--- src/include/rtc_cal_pkg.sv ---
package rtc_cal_pkg;

  // Register bus geometry
  localparam int unsigned ADDR_W = 17;
  localparam int unsigned DATA_W = 8;

  // Register offsets
  localparam logic [16:0] OFF_DAY_OF_WEEK  = 17'h1fffc;
  localparam logic [16:0] OFF_DATE_OF_MONTH = 17'h1fffd;
  localparam logic [16:0] OFF_MONTH        = 17'h1fffe;
  localparam logic [16:0] OFF_YEAR         = 17'h1ffff;

  // Implemented bits of each register, the rest read as zero
  localparam logic [7:0] MASK_YEAR  = 8'hff;
  localparam logic [7:0] MASK_MONTH = 8'h1f;
  localparam logic [7:0] MASK_DATE  = 8'h3f;
  localparam logic [7:0] MASK_DOW   = 8'h07;

  // Reset values
  localparam logic [7:0] RST_YEAR  = 8'h00;
  localparam logic [7:0] RST_MONTH = 8'h01;
  localparam logic [7:0] RST_DATE  = 8'h01;
  localparam logic [7:0] RST_DOW   = 8'h01;

  // Calendar limits in packed BCD
  localparam logic [7:0] FIRST_DAY    = 8'h01;
  localparam logic [7:0] FIRST_MONTH  = 8'h01;
  localparam logic [7:0] LAST_MONTH   = 8'h12;
  localparam logic [7:0] LAST_YEAR    = 8'h99;
  localparam logic [7:0] FIRST_YEAR   = 8'h00;
  localparam logic [7:0] LAST_DOW     = 8'h07;
  localparam logic [7:0] FEBRUARY     = 8'h02;
  localparam logic [7:0] DAYS_LONG    = 8'h31;
  localparam logic [7:0] DAYS_SHORT   = 8'h30;
  localparam logic [7:0] DAYS_FEB     = 8'h28;
  localparam logic [7:0] DAYS_FEB_LEAP = 8'h29;
  localparam logic [7:0] READ_UNMAPPED = 8'h00;

  // Whole state of the calendar block
  typedef struct packed {
    logic [7:0] year;
    logic [7:0] month;
    logic [7:0] date;
    logic [7:0] dow;
    logic [7:0] rdata;
  } cal_state_t;

endpackage

--- src/hw/rtc_calendar.sv ---
// Our own choice: the address-and-strobe port.
`timescale 1ns/1ps
module rtc_calendar
(
  input  wire logic        clk_in,        // 50 MHz clock
  input  wire logic        resetn_in,     // Async reset, active low
  input  wire logic [16:0] addr_in,       // Register byte address
  input  wire logic [7:0]  wdata_in,      // Write data
  input  wire logic        wr_in,         // Write strobe
  input  wire logic        rd_in,         // Read strobe
  input  wire logic        day_tick_in,   // One-cycle midnight pulse
  output logic      [7:0]  rdata_out,     // Read data, cycle after rd_in
  output logic      [7:0]  year_out,      // Current year
  output logic      [7:0]  month_out,     // Current month
  output logic      [7:0]  date_out,      // Current date
  output logic      [7:0]  dow_out        // Current day of week
);

  rtc_cal_pkg::cal_state_t state_reg;
  rtc_cal_pkg::cal_state_t state_next;

  logic [7:0] adv_year;
  logic [7:0] adv_month;
  logic [7:0] adv_date;
  logic [7:0] adv_dow;

  // Day roll-over arithmetic
  calendar_advance u_advance
  (
    .year_in   (state_reg.year),
    .month_in  (state_reg.month),
    .date_in   (state_reg.date),
    .dow_in    (state_reg.dow),
    .year_out  (adv_year),
    .month_out (adv_month),
    .date_out  (adv_date),
    .dow_out   (adv_dow)
  );

  // Day advance, then software writes take precedence
  always_comb
  begin
    state_next = state_reg;
    if (day_tick_in)
    begin
      state_next.year  = adv_year;
      state_next.month = adv_month;
      state_next.date  = adv_date;
      state_next.dow   = adv_dow;
    end
    if (wr_in)
    begin
      unique case (addr_in)
        rtc_cal_pkg::OFF_YEAR:
          state_next.year = wdata_in & rtc_cal_pkg::MASK_YEAR;
        rtc_cal_pkg::OFF_MONTH:
          state_next.month = wdata_in & rtc_cal_pkg::MASK_MONTH;
        rtc_cal_pkg::OFF_DATE_OF_MONTH:
          state_next.date = wdata_in & rtc_cal_pkg::MASK_DATE;
        rtc_cal_pkg::OFF_DAY_OF_WEEK:
          state_next.dow = wdata_in & rtc_cal_pkg::MASK_DOW;
        default:
          state_next = state_next;
      endcase
    end
    // Read data captured for the following cycle
    if (rd_in)
    begin
      unique case (addr_in)
        rtc_cal_pkg::OFF_YEAR:          state_next.rdata = state_reg.year;
        rtc_cal_pkg::OFF_MONTH:         state_next.rdata = state_reg.month;
        rtc_cal_pkg::OFF_DATE_OF_MONTH: state_next.rdata = state_reg.date;
        rtc_cal_pkg::OFF_DAY_OF_WEEK:   state_next.rdata = state_reg.dow;
        default: state_next.rdata = rtc_cal_pkg::READ_UNMAPPED;
      endcase
    end
    else
      state_next.rdata = rtc_cal_pkg::READ_UNMAPPED;
  end

  // State register
  always_ff @(posedge clk_in or negedge resetn_in)
  begin
    if (!resetn_in)
    begin
      state_reg.year  <= rtc_cal_pkg::RST_YEAR;
      state_reg.month <= rtc_cal_pkg::RST_MONTH;
      state_reg.date  <= rtc_cal_pkg::RST_DATE;
      state_reg.dow   <= rtc_cal_pkg::RST_DOW;
      state_reg.rdata <= rtc_cal_pkg::READ_UNMAPPED;
    end
    else
      state_reg <= state_next;
  end

  // Outputs straight from flip-flops
  assign rdata_out = state_reg.rdata;
  assign year_out  = state_reg.year;
  assign month_out = state_reg.month;
  assign date_out  = state_reg.date;
  assign dow_out   = state_reg.dow;

endmodule // rtc_calendar

--- src/hw/calendar_advance.sv ---
`timescale 1ns/1ps
// Next calendar day in packed BCD, purely combinational
module calendar_advance
(
  input  wire logic [7:0] year_in,        // Current year, BCD 00-99
  input  wire logic [7:0] month_in,       // Current month, BCD 01-12
  input  wire logic [7:0] date_in,        // Current date, BCD 01-31
  input  wire logic [7:0] dow_in,         // Current day of week 1-7
  output logic      [7:0] year_out,       // Year after one day
  output logic      [7:0] month_out,      // Month after one day
  output logic      [7:0] date_out,       // Date after one day
  output logic      [7:0] dow_out         // Day of week after one day
);

  // One step of a two digit BCD counter, nibbles 0 to 9
  function automatic logic [7:0] bcd_inc(input logic [7:0] v);
    if (v[3:0] == 4'h9)
      bcd_inc = {v[7:4] + 4'h1, 4'h0};
    else
      bcd_inc = {v[7:4], v[3:0] + 4'h1};
  endfunction

  // Year divisible by four, 00 counted as leap
  function automatic logic is_leap(input logic [7:0] y);
    if (y[4])
      is_leap = (y[3:0] == 4'h2) || (y[3:0] == 4'h6);
    else
      is_leap = (y[3:0] == 4'h0) || (y[3:0] == 4'h4) ||
                (y[3:0] == 4'h8);
  endfunction

  // Last date of a month, February follows the year
  function automatic logic [7:0] last_day(input logic [7:0] m,
                                          input logic [7:0] y);
    unique case (m)
      rtc_cal_pkg::FEBRUARY:
        last_day = is_leap(y) ? rtc_cal_pkg::DAYS_FEB_LEAP
                              : rtc_cal_pkg::DAYS_FEB;
      8'h04, 8'h06, 8'h09, 8'h11:
        last_day = rtc_cal_pkg::DAYS_SHORT;
      default:
        last_day = rtc_cal_pkg::DAYS_LONG;
    endcase
  endfunction

  logic month_end;
  logic year_end;

  // Date, month and year roll-over chain
  always_comb
  begin
    month_end = (date_in == last_day(month_in, year_in));
    year_end  = month_end && (month_in == rtc_cal_pkg::LAST_MONTH);
    date_out  = month_end ? rtc_cal_pkg::FIRST_DAY
                          : bcd_inc(date_in);
    month_out = month_in;
    if (month_end)
      month_out = year_end ? rtc_cal_pkg::FIRST_MONTH
                           : bcd_inc(month_in);
    year_out = year_in;
    if (year_end)
      year_out = (year_in == rtc_cal_pkg::LAST_YEAR)
                 ? rtc_cal_pkg::FIRST_YEAR
                 : bcd_inc(year_in);
    dow_out = (dow_in == rtc_cal_pkg::LAST_DOW) ? rtc_cal_pkg::RST_DOW
                                                : bcd_inc(dow_in);
  end

endmodule // calendar_advance

--- config.mk ---
export PLATFORM = sky130hd
export DESIGN_NAME = rtc_calendar
export DESIGN_NICKNAME = d
export VERILOG_FILES = /design/src/include/rtc_cal_pkg.sv /design/src/hw/rtc_calendar.sv /design/src/hw/calendar_advance.sv
export SDC_FILE = /design/constraint.sdc
export NUM_CORES = 1
export LEC_CHECK = 0
export BUFFER_PORTS_ARGS = -buffer_cell sky130_fd_sc_hd__buf_2
export CAP_MARGIN = 20
export CORE_UTILIZATION = 25
export DETAILED_ROUTE_END_ITERATION = 7
export PLACE_DENSITY = 0.47
export SLEW_MARGIN = 20
export SYNTH_ARGS = -nofsm -noshare
export SYNTH_HDL_FRONTEND = slang
export SYNTH_HIERARCHICAL = 1
export SYNTH_SLANG_ARGS = --single-unit
--- constraint.sdc ---
create_clock -name clk_in -period 3.56 [get_ports clk_in]
set_input_delay 1.068 -clock clk_in [delete_from_list [all_inputs] [get_ports clk_in]]
set_output_delay 1.068 -clock clk_in [all_outputs]
set_load 0.02 [all_outputs]
## Word-level counts from Yosys, hierarchy flattened

Index checks and enable logic that the tools add are counted.

- Logic and storage cells: 62
- Output and inout port bits: 40
- Register bits: 40
- Bits of input ports: 30

- Add/sub/neg operators: 8
- Muxes and demuxes: 22
- Reductions and logical operators: 6
- Eq/ne operators: 21

Operators with widths:

| operator | number |
|---|---|
| 8-bit two-way mux | 15 |
| 17-bit equality test (second input constant) | 4 |
| 40-bit two-way mux | 1 |
| 4-bit by 1-bit adder with 4-bit output (second input constant) | 8 |
| 32-bit two-way mux | 1 |
| 8-bit case mux with 4 select lines | 1 |
| 8-bit by 3-bit equality test with 1-bit output (second input constant) | 3 |
| 4-bit equality test (second input constant) | 5 |
| 8-bit by 5-bit equality test with 1-bit output (second input constant) | 2 |
| 8-bit case mux with 2 select lines | 1 |
| 4-bit by 3-bit equality test with 1-bit output (second input constant) | 2 |
| 8-bit by 2-bit equality test with 1-bit output (second input constant) | 1 |
| 8-bit by 4-bit equality test with 1-bit output (second input constant) | 1 |
| 8-bit equality test | 1 |
| 8-bit equality test (second input constant) | 1 |
| 4-bit by 2-bit equality test with 1-bit output (second input constant) | 1 |
| 4-bit logical NOT | 1 |
| 4-bit OR reduction | 1 |
| 1-bit logical OR | 3 |
| 1-bit two-way mux | 3 |
| 1-bit logical AND | 1 |

## Longest topological paths before layout

- Depth after elaboration: 14
- Gate-level depth with buffers: 11
- Mapped depth without buffers: 10

## Cells and area by module

Netlist, hierarchy kept.

Modules (own cells, without submodules):

| module | sequential area each (um2) | cells an instance | times used | area each (um2) |
|---|---|---|---|---|
| rtc_calendar | 1004.7 | 141 | 1 | 2023.2 |
| calendar_advance | 0.0 | 152 | 1 | 1106.1 |

## Worst setup path before layout

OpenSTA, ideal clock, no wires.

- Kind: reg-to-reg
- Start point: register state_reg, in the netlist month_out[4]
- End point: register state_reg, in the netlist year_out[7]
- Period minus slack after synthesis: 3.046 ns
- Cell stages (with the launch flop): 11
- Buffers on the path: 0
- Path slack: 0.514 ns
- Data arrival time: 2.921 ns
- Setup time: 0.125 ns
- Data required time: 3.435 ns
- Cell sequence: dfrtp_1 -> inv_1 -> ha_1 -> or3b_1 -> a2bb2oi_1 -> or4b_4 -> a21boi_4 -> a31oi_1 -> a211o_1 -> mux2_2 -> mux2_2

RTL lines:

| element | line | RTL |
|---|---|---|
| from (decl) | rtc_calendar.sv:19 | `rtc_cal_pkg::cal_state_t state_reg;` |
| from (signal assigned) | rtc_calendar.sv:93 | `state_reg <= state_next;` |

==> run_summary.xml <==
<?xml version="1.0" encoding="UTF-8"?>
<metrics>
  <group name="synthesis">
    <metric name="synth_sequential_area_ratio" unit="%">32.1</metric>
    <metric name="post_synth_edffs" unit="">0</metric>
    <metric name="synth.area.mux_share" unit="%">27.9</metric>
    <metric name="synth_area_per_cell" unit="um^2">10.7</metric>
    <metric name="yosys_warnings" unit="">6</metric>
    <metric name="synth_largest_type_area_fraction" unit="%">29.6</metric>
    <metric name="yosys_register_bits" unit="">40</metric>
    <metric name="leading_cell_type_by_number_of_instances_after_synthesis" unit="">sky130_fd_sc_hd__mux2_2</metric>
    <metric name="synth_cell_type_count" unit="">64</metric>
    <metric name="postSynth.topFlopCell" unit="">sky130_fd_sc_hd__dfrtp_1</metric>
    <metric name="synth_compound_gate_area_share" unit="%">7.60</metric>
    <metric name="mappedNetlistNets" unit="">335</metric>
    <metric name="synthesis.area" unit="um^2">3130</metric>
    <metric name="netlist_top_cells_count" unit="">48 x sky130_fd_sc_hd__mux2_2, 37 x sky130_fd_sc_hd__dfrtp_1, 27 x sky130_fd_sc_hd__nor2_1, 13 x sky130_fd_sc_hd__mux2i_1, 13 x sky130_fd_sc_hd__nand4_1</metric>
    <metric name="synth_adder_area_share" unit="%">4.80</metric>
    <metric name="synth_top_family_by_area" unit="">multiplexers</metric>
    <metric name="xor_xnor_fraction_of_synth_area" unit="%">3.92</metric>
    <metric name="synth_largest_area_cell" unit="">sky130_fd_sc_hd__dfrtp_1</metric>
    <metric name="synth_cells" unit="">293</metric>
    <metric name="synth_async_sr_flop_share" unit="%">100</metric>
    <metric name="synth_simple_gate_area_share" unit="%">20.2</metric>
    <metric name="netlist_top_cells_area" unit="">sky130_fd_sc_hd__dfrtp_1 30%, sky130_fd_sc_hd__mux2_2 17%, sky130_fd_sc_hd__mux4_2 5.8%</metric>
  </group>
  <group name="routing">
    <metric name="drc" unit="">0</metric>
    <metric name="wirelength" unit="um">9280</metric>
    <metric name="drt_pre_antenna_iters" unit="">4</metric>
    <metric name="iteration_0_drc_markers" unit="">94</metric>
    <metric name="routed-via-count" unit="">2610</metric>
    <metric name="via_per_inst" unit="">4.84</metric>
    <metric name="wl_per_cell" unit="um">17.2</metric>
    <metric name="detail-route-antenna-nets" unit="">0</metric>
  </group>
  <group name="global_routing">
    <metric name="number_of_global_route_vias_before_repair" unit="">2602</metric>
    <metric name="grt_start_max_net_pins" unit="">41</metric>
    <metric name="grt_pass1_wl" unit="um">14700</metric>
    <metric name="overflow" unit="">0</metric>
    <metric name="global_router_s_overall_resource_usage" unit="%">14.8</metric>
    <metric name="number_of_antenna_violations_at_the_first_check_in_global_routing" unit="">0</metric>
  </group>
  <group name="setup_path">
    <metric name="r2r_start" unit="">month_out[5]</metric>
    <metric name="critical_path.cell_chain" unit="">inv_1, ha_1, or3b_1, a2bb2oi_1, or4b_4, a21boi_4, a31oi_1, a211o_1, mux2_2, mux2_2</metric>
    <metric name="critical_path_arrival" unit="ns">3.41</metric>
    <metric name="path_delay_family" unit="">compound AO/OA/AOI/OAI gates</metric>
    <metric name="crit_type" unit="">register to register</metric>
    <metric name="crit_top_cell" unit="">sky130_fd_sc_hd__mux2_2</metric>
    <metric name="critical_path.max_stage_delay" unit="ns">0.54</metric>
    <metric name="worst-r2r-setup-slack" unit="ns">0.32</metric>
    <metric name="worst_ep_required_time" unit="ns">3.73</metric>
    <metric name="critical_path_peak_fanout" unit="">12</metric>
    <metric name="critical_path_capture_point_type" unit="">register</metric>
    <metric name="rr_worst_depth" unit="">10</metric>
    <metric name="crit_path_top_delay_cell" unit="">sky130_fd_sc_hd__or4b_4</metric>
    <metric name="critical_path_buf_inv_count" unit="">1</metric>
    <metric name="start_kind" unit="">register</metric>
    <metric name="crit-reg2reg-capture" unit="">year_out[7]</metric>
  </group>
  <group name="layout">
    <metric name="antenna-diode-count" unit="">0</metric>
    <metric name="layout-drive-gt1-share" unit="%">42.9</metric>
    <metric name="layout.nets" unit="">412</metric>
    <metric name="fillers" unit="">1317</metric>
    <metric name="register_area" unit="um^2">1000</metric>
    <metric name="postLayoutCoreUtil" unit="%">31.9</metric>
    <metric name="final_design_area_no_fill" unit="um^2">3860</metric>
    <metric name="fin_cells" unit="">539</metric>
    <metric name="synthToLayoutAreaGrowth" unit="%">23.5</metric>
    <metric name="multi_input_comb_area" unit="um^2">2020</metric>
  </group>
  <group name="timing">
    <metric name="timing.final.crit_share" unit="%">91.0</metric>
    <metric name="final.setup.worst_slack" unit="ns">0.322</metric>
    <metric name="timing.final.max_slew_violations" unit="">0</metric>
    <metric name="worst_slew_pin_slew" unit="ns">0.954</metric>
    <metric name="max_freq" unit="MHz">309</metric>
    <metric name="maxSlewHeadroom" unit="%">36.4</metric>
    <metric name="finalCriticalPeriod" unit="ns">3.24</metric>
    <metric name="fin_skew" unit="ns">0.00555</metric>
    <metric name="hold_violations" unit="">0</metric>
    <metric name="setup_tns" unit="ns">0</metric>
    <metric name="setup-violations-final" unit="">0</metric>
    <metric name="grt_setup_unrepaired" unit="">no</metric>
  </group>
  <group name="cts">
    <metric name="clk-insertion-delay-late" unit="ns">0.28</metric>
    <metric name="cts_tree" unit="">yes</metric>
    <metric name="tritoncts.num_buffers" unit="">5</metric>
    <metric name="h-tree-depth" unit="">2</metric>
    <metric name="count_of_hold_buffers_inserted_by_post_cts_repair" unit="">0</metric>
    <metric name="clk_transition_reported_paths" unit="ns">0.06</metric>
    <metric name="cts_num_sinks" unit="">40</metric>
    <metric name="cts.root.buffer_cell" unit="">sky130_fd_sc_hd__clkbuf_16</metric>
    <metric name="cts.path.max_buffers" unit="">2</metric>
    <metric name="cts.repair_timing.setup_buffer_count" unit="">0</metric>
    <metric name="number_of_gates_resized_after_cts" unit="">0</metric>
  </group>
  <group name="placement">
    <metric name="place.gp.congestion" unit="">0.833</metric>
    <metric name="dpl-instance-area" unit="um^2">3700</metric>
    <metric name="number_of_cells_after_detailed_placement" unit="">531</metric>
    <metric name="detailedPlacementHpwl" unit="um">6950</metric>
    <metric name="placement.setup.worst_slack" unit="ns">0.355</metric>
    <metric name="place.port_buffers" unit="">69</metric>
  </group>
  <group name="floorplan">
    <metric name="chipHeight" unit="um">114</metric>
    <metric name="floorplan.initialDensity" unit="%">25.8</metric>
    <metric name="placeableCoreArea" unit="um^2">12100</metric>
    <metric name="number_of_placement_rows" unit="">40</metric>
    <metric name="die-width" unit="um">114</metric>
    <metric name="die_area" unit="um^2">13000</metric>
    <metric name="top_level_ports" unit="">70</metric>
  </group>
  <group name="pwr">
    <metric name="power_leakage" unit="nW">1.93</metric>
    <metric name="power_density_cells" unit="nW/um^2">492</metric>
    <metric name="vdd_drop_max" unit="uV">217</metric>
  </group>
  <group name="hold_path">
    <metric name="worst_hold_path_type" unit="">register to register</metric>
    <metric name="worstHoldStart" unit="">dow_out[6]</metric>
    <metric name="worstHoldPathCells" unit="">2</metric>
    <metric name="whs_endpoint" unit="">dow_out[6]</metric>
  </group>
  <group name="flow_run">
    <metric name="max_cap_violations" unit="">0</metric>
  </group>
  <group name="run_status">
    <metric name="result_of_the_run" unit="">completed</metric>
  </group>
</metrics>
## state kept, by name, summed over array words and instances, names as in the netlist
register and count:
dow_out 8, rdata_out 8, month_out 8, year_out 8, date_out 8
## worst reg2reg max path: stages (launching register included)
cell and delay [ns]:
sky130_fd_sc_hd__dfrtp_1 0.38, sky130_fd_sc_hd__inv_1 0.11, sky130_fd_sc_hd__ha_1 0.25, sky130_fd_sc_hd__or3b_1 0.37
sky130_fd_sc_hd__a2bb2oi_1 0.18, sky130_fd_sc_hd__or4b_4 0.54, sky130_fd_sc_hd__a21boi_4 0.41, sky130_fd_sc_hd__a31oi_1 0.14
sky130_fd_sc_hd__a211o_1 0.24, sky130_fd_sc_hd__mux2_2 0.26, sky130_fd_sc_hd__mux2_2 0.26
## per-layer routing
metal	GRT usage (%)	vias to the layer above	wire length (um)
li1	-	1246	-
met1	20.2	1258	4450
met2	24.0	91	4200
met3	2.13	15	464
met4	4.59	0	170
met5	0	-	0
## placed cells by master, fill, tap and decap left out, types with 4 or more instances in the layout
cell type and n:
sky130_fd_sc_hd__nand4_1 13, sky130_fd_sc_hd__dfrtp_1 37, sky130_fd_sc_hd__nor2b_1 5, sky130_fd_sc_hd__mux2_2 48
sky130_fd_sc_hd__inv_1 11, sky130_fd_sc_hd__xnor2_1 11, sky130_fd_sc_hd__clkbuf_16 5, sky130_fd_sc_hd__ha_1 12
sky130_fd_sc_hd__a21oi_1 7, sky130_fd_sc_hd__mux4_2 8, sky130_fd_sc_hd__nand2_1 11, sky130_fd_sc_hd__mux2i_1 13
sky130_fd_sc_hd__buf_4 11, sky130_fd_sc_hd__buf_2 69, sky130_fd_sc_hd__nor2_1 27, sky130_fd_sc_hd__nor3_1 4
sky130_fd_sc_hd__and3_1 11, sky130_fd_sc_hd__nand3_1 8
## kinds of logic (layout without fill, tap and decap cells)
kind of cell             count (synthesis)  after routing
XOR/XNOR                                14             14
flip-flops                              40             40
AO/OA/AOI/OAI                           30             30
AND/OR/NAND/NOR                        105            105
buffers and inverters                   21             99
adder cells (fa/ha/maj)                 12             12
multiplexers                            71             71
## layout make-up
class                           count  area share [%]
Clock inverter                      2           0.906
Multi-Input combinational cell    232            52.2
Clock buffer                        6            3.33
Inverter                           11            1.07
Timing Repair Buffer               80            11.1
Sequential cell                    40            26.0
Tap cell                          168            5.44
## power breakdown
part           total [mW]  switching, mW  leakage (nW)  internal (mW)
Combinational       0.681          0.344          1.32          0.337
Sequential          0.704          0.165         0.529          0.539
Clock               0.515          0.185        0.0808          0.330
## metrics by stage
stage | total power [mW] | hold WS, ns
floorplan | 1.17 | 0.695
global placement | 1.39 | 0.653
detailed placement | 1.39 | 0.663
CTS | 1.92 | 0.676
global route | 2.03 | 0.726
finish | 1.90 | 0.654
## how the worst max path moves through the flow
| stage | startpoint | to | slack (ns) | cells past startpoint |
|---|---|---|---|---|
| after floorplan | month_out[4] | year_out[7] | 0.51 | 10 |
| after global placement | month_out[5] | year_out[7] | 0.42 | 10 |
| after detailed placement | month_out[5] | year_out[7] | 0.36 | 10 |
| after CTS | month_out[5] | year_out[7] | 0.35 | 10 |
| after global routing | month_out[5] | year_out[7] | 0.19 | 10 |
| final | month_out[5] | year_out[7] | 0.32 | 10 |
No activity file was read; power rests on OpenSTA's default activity.
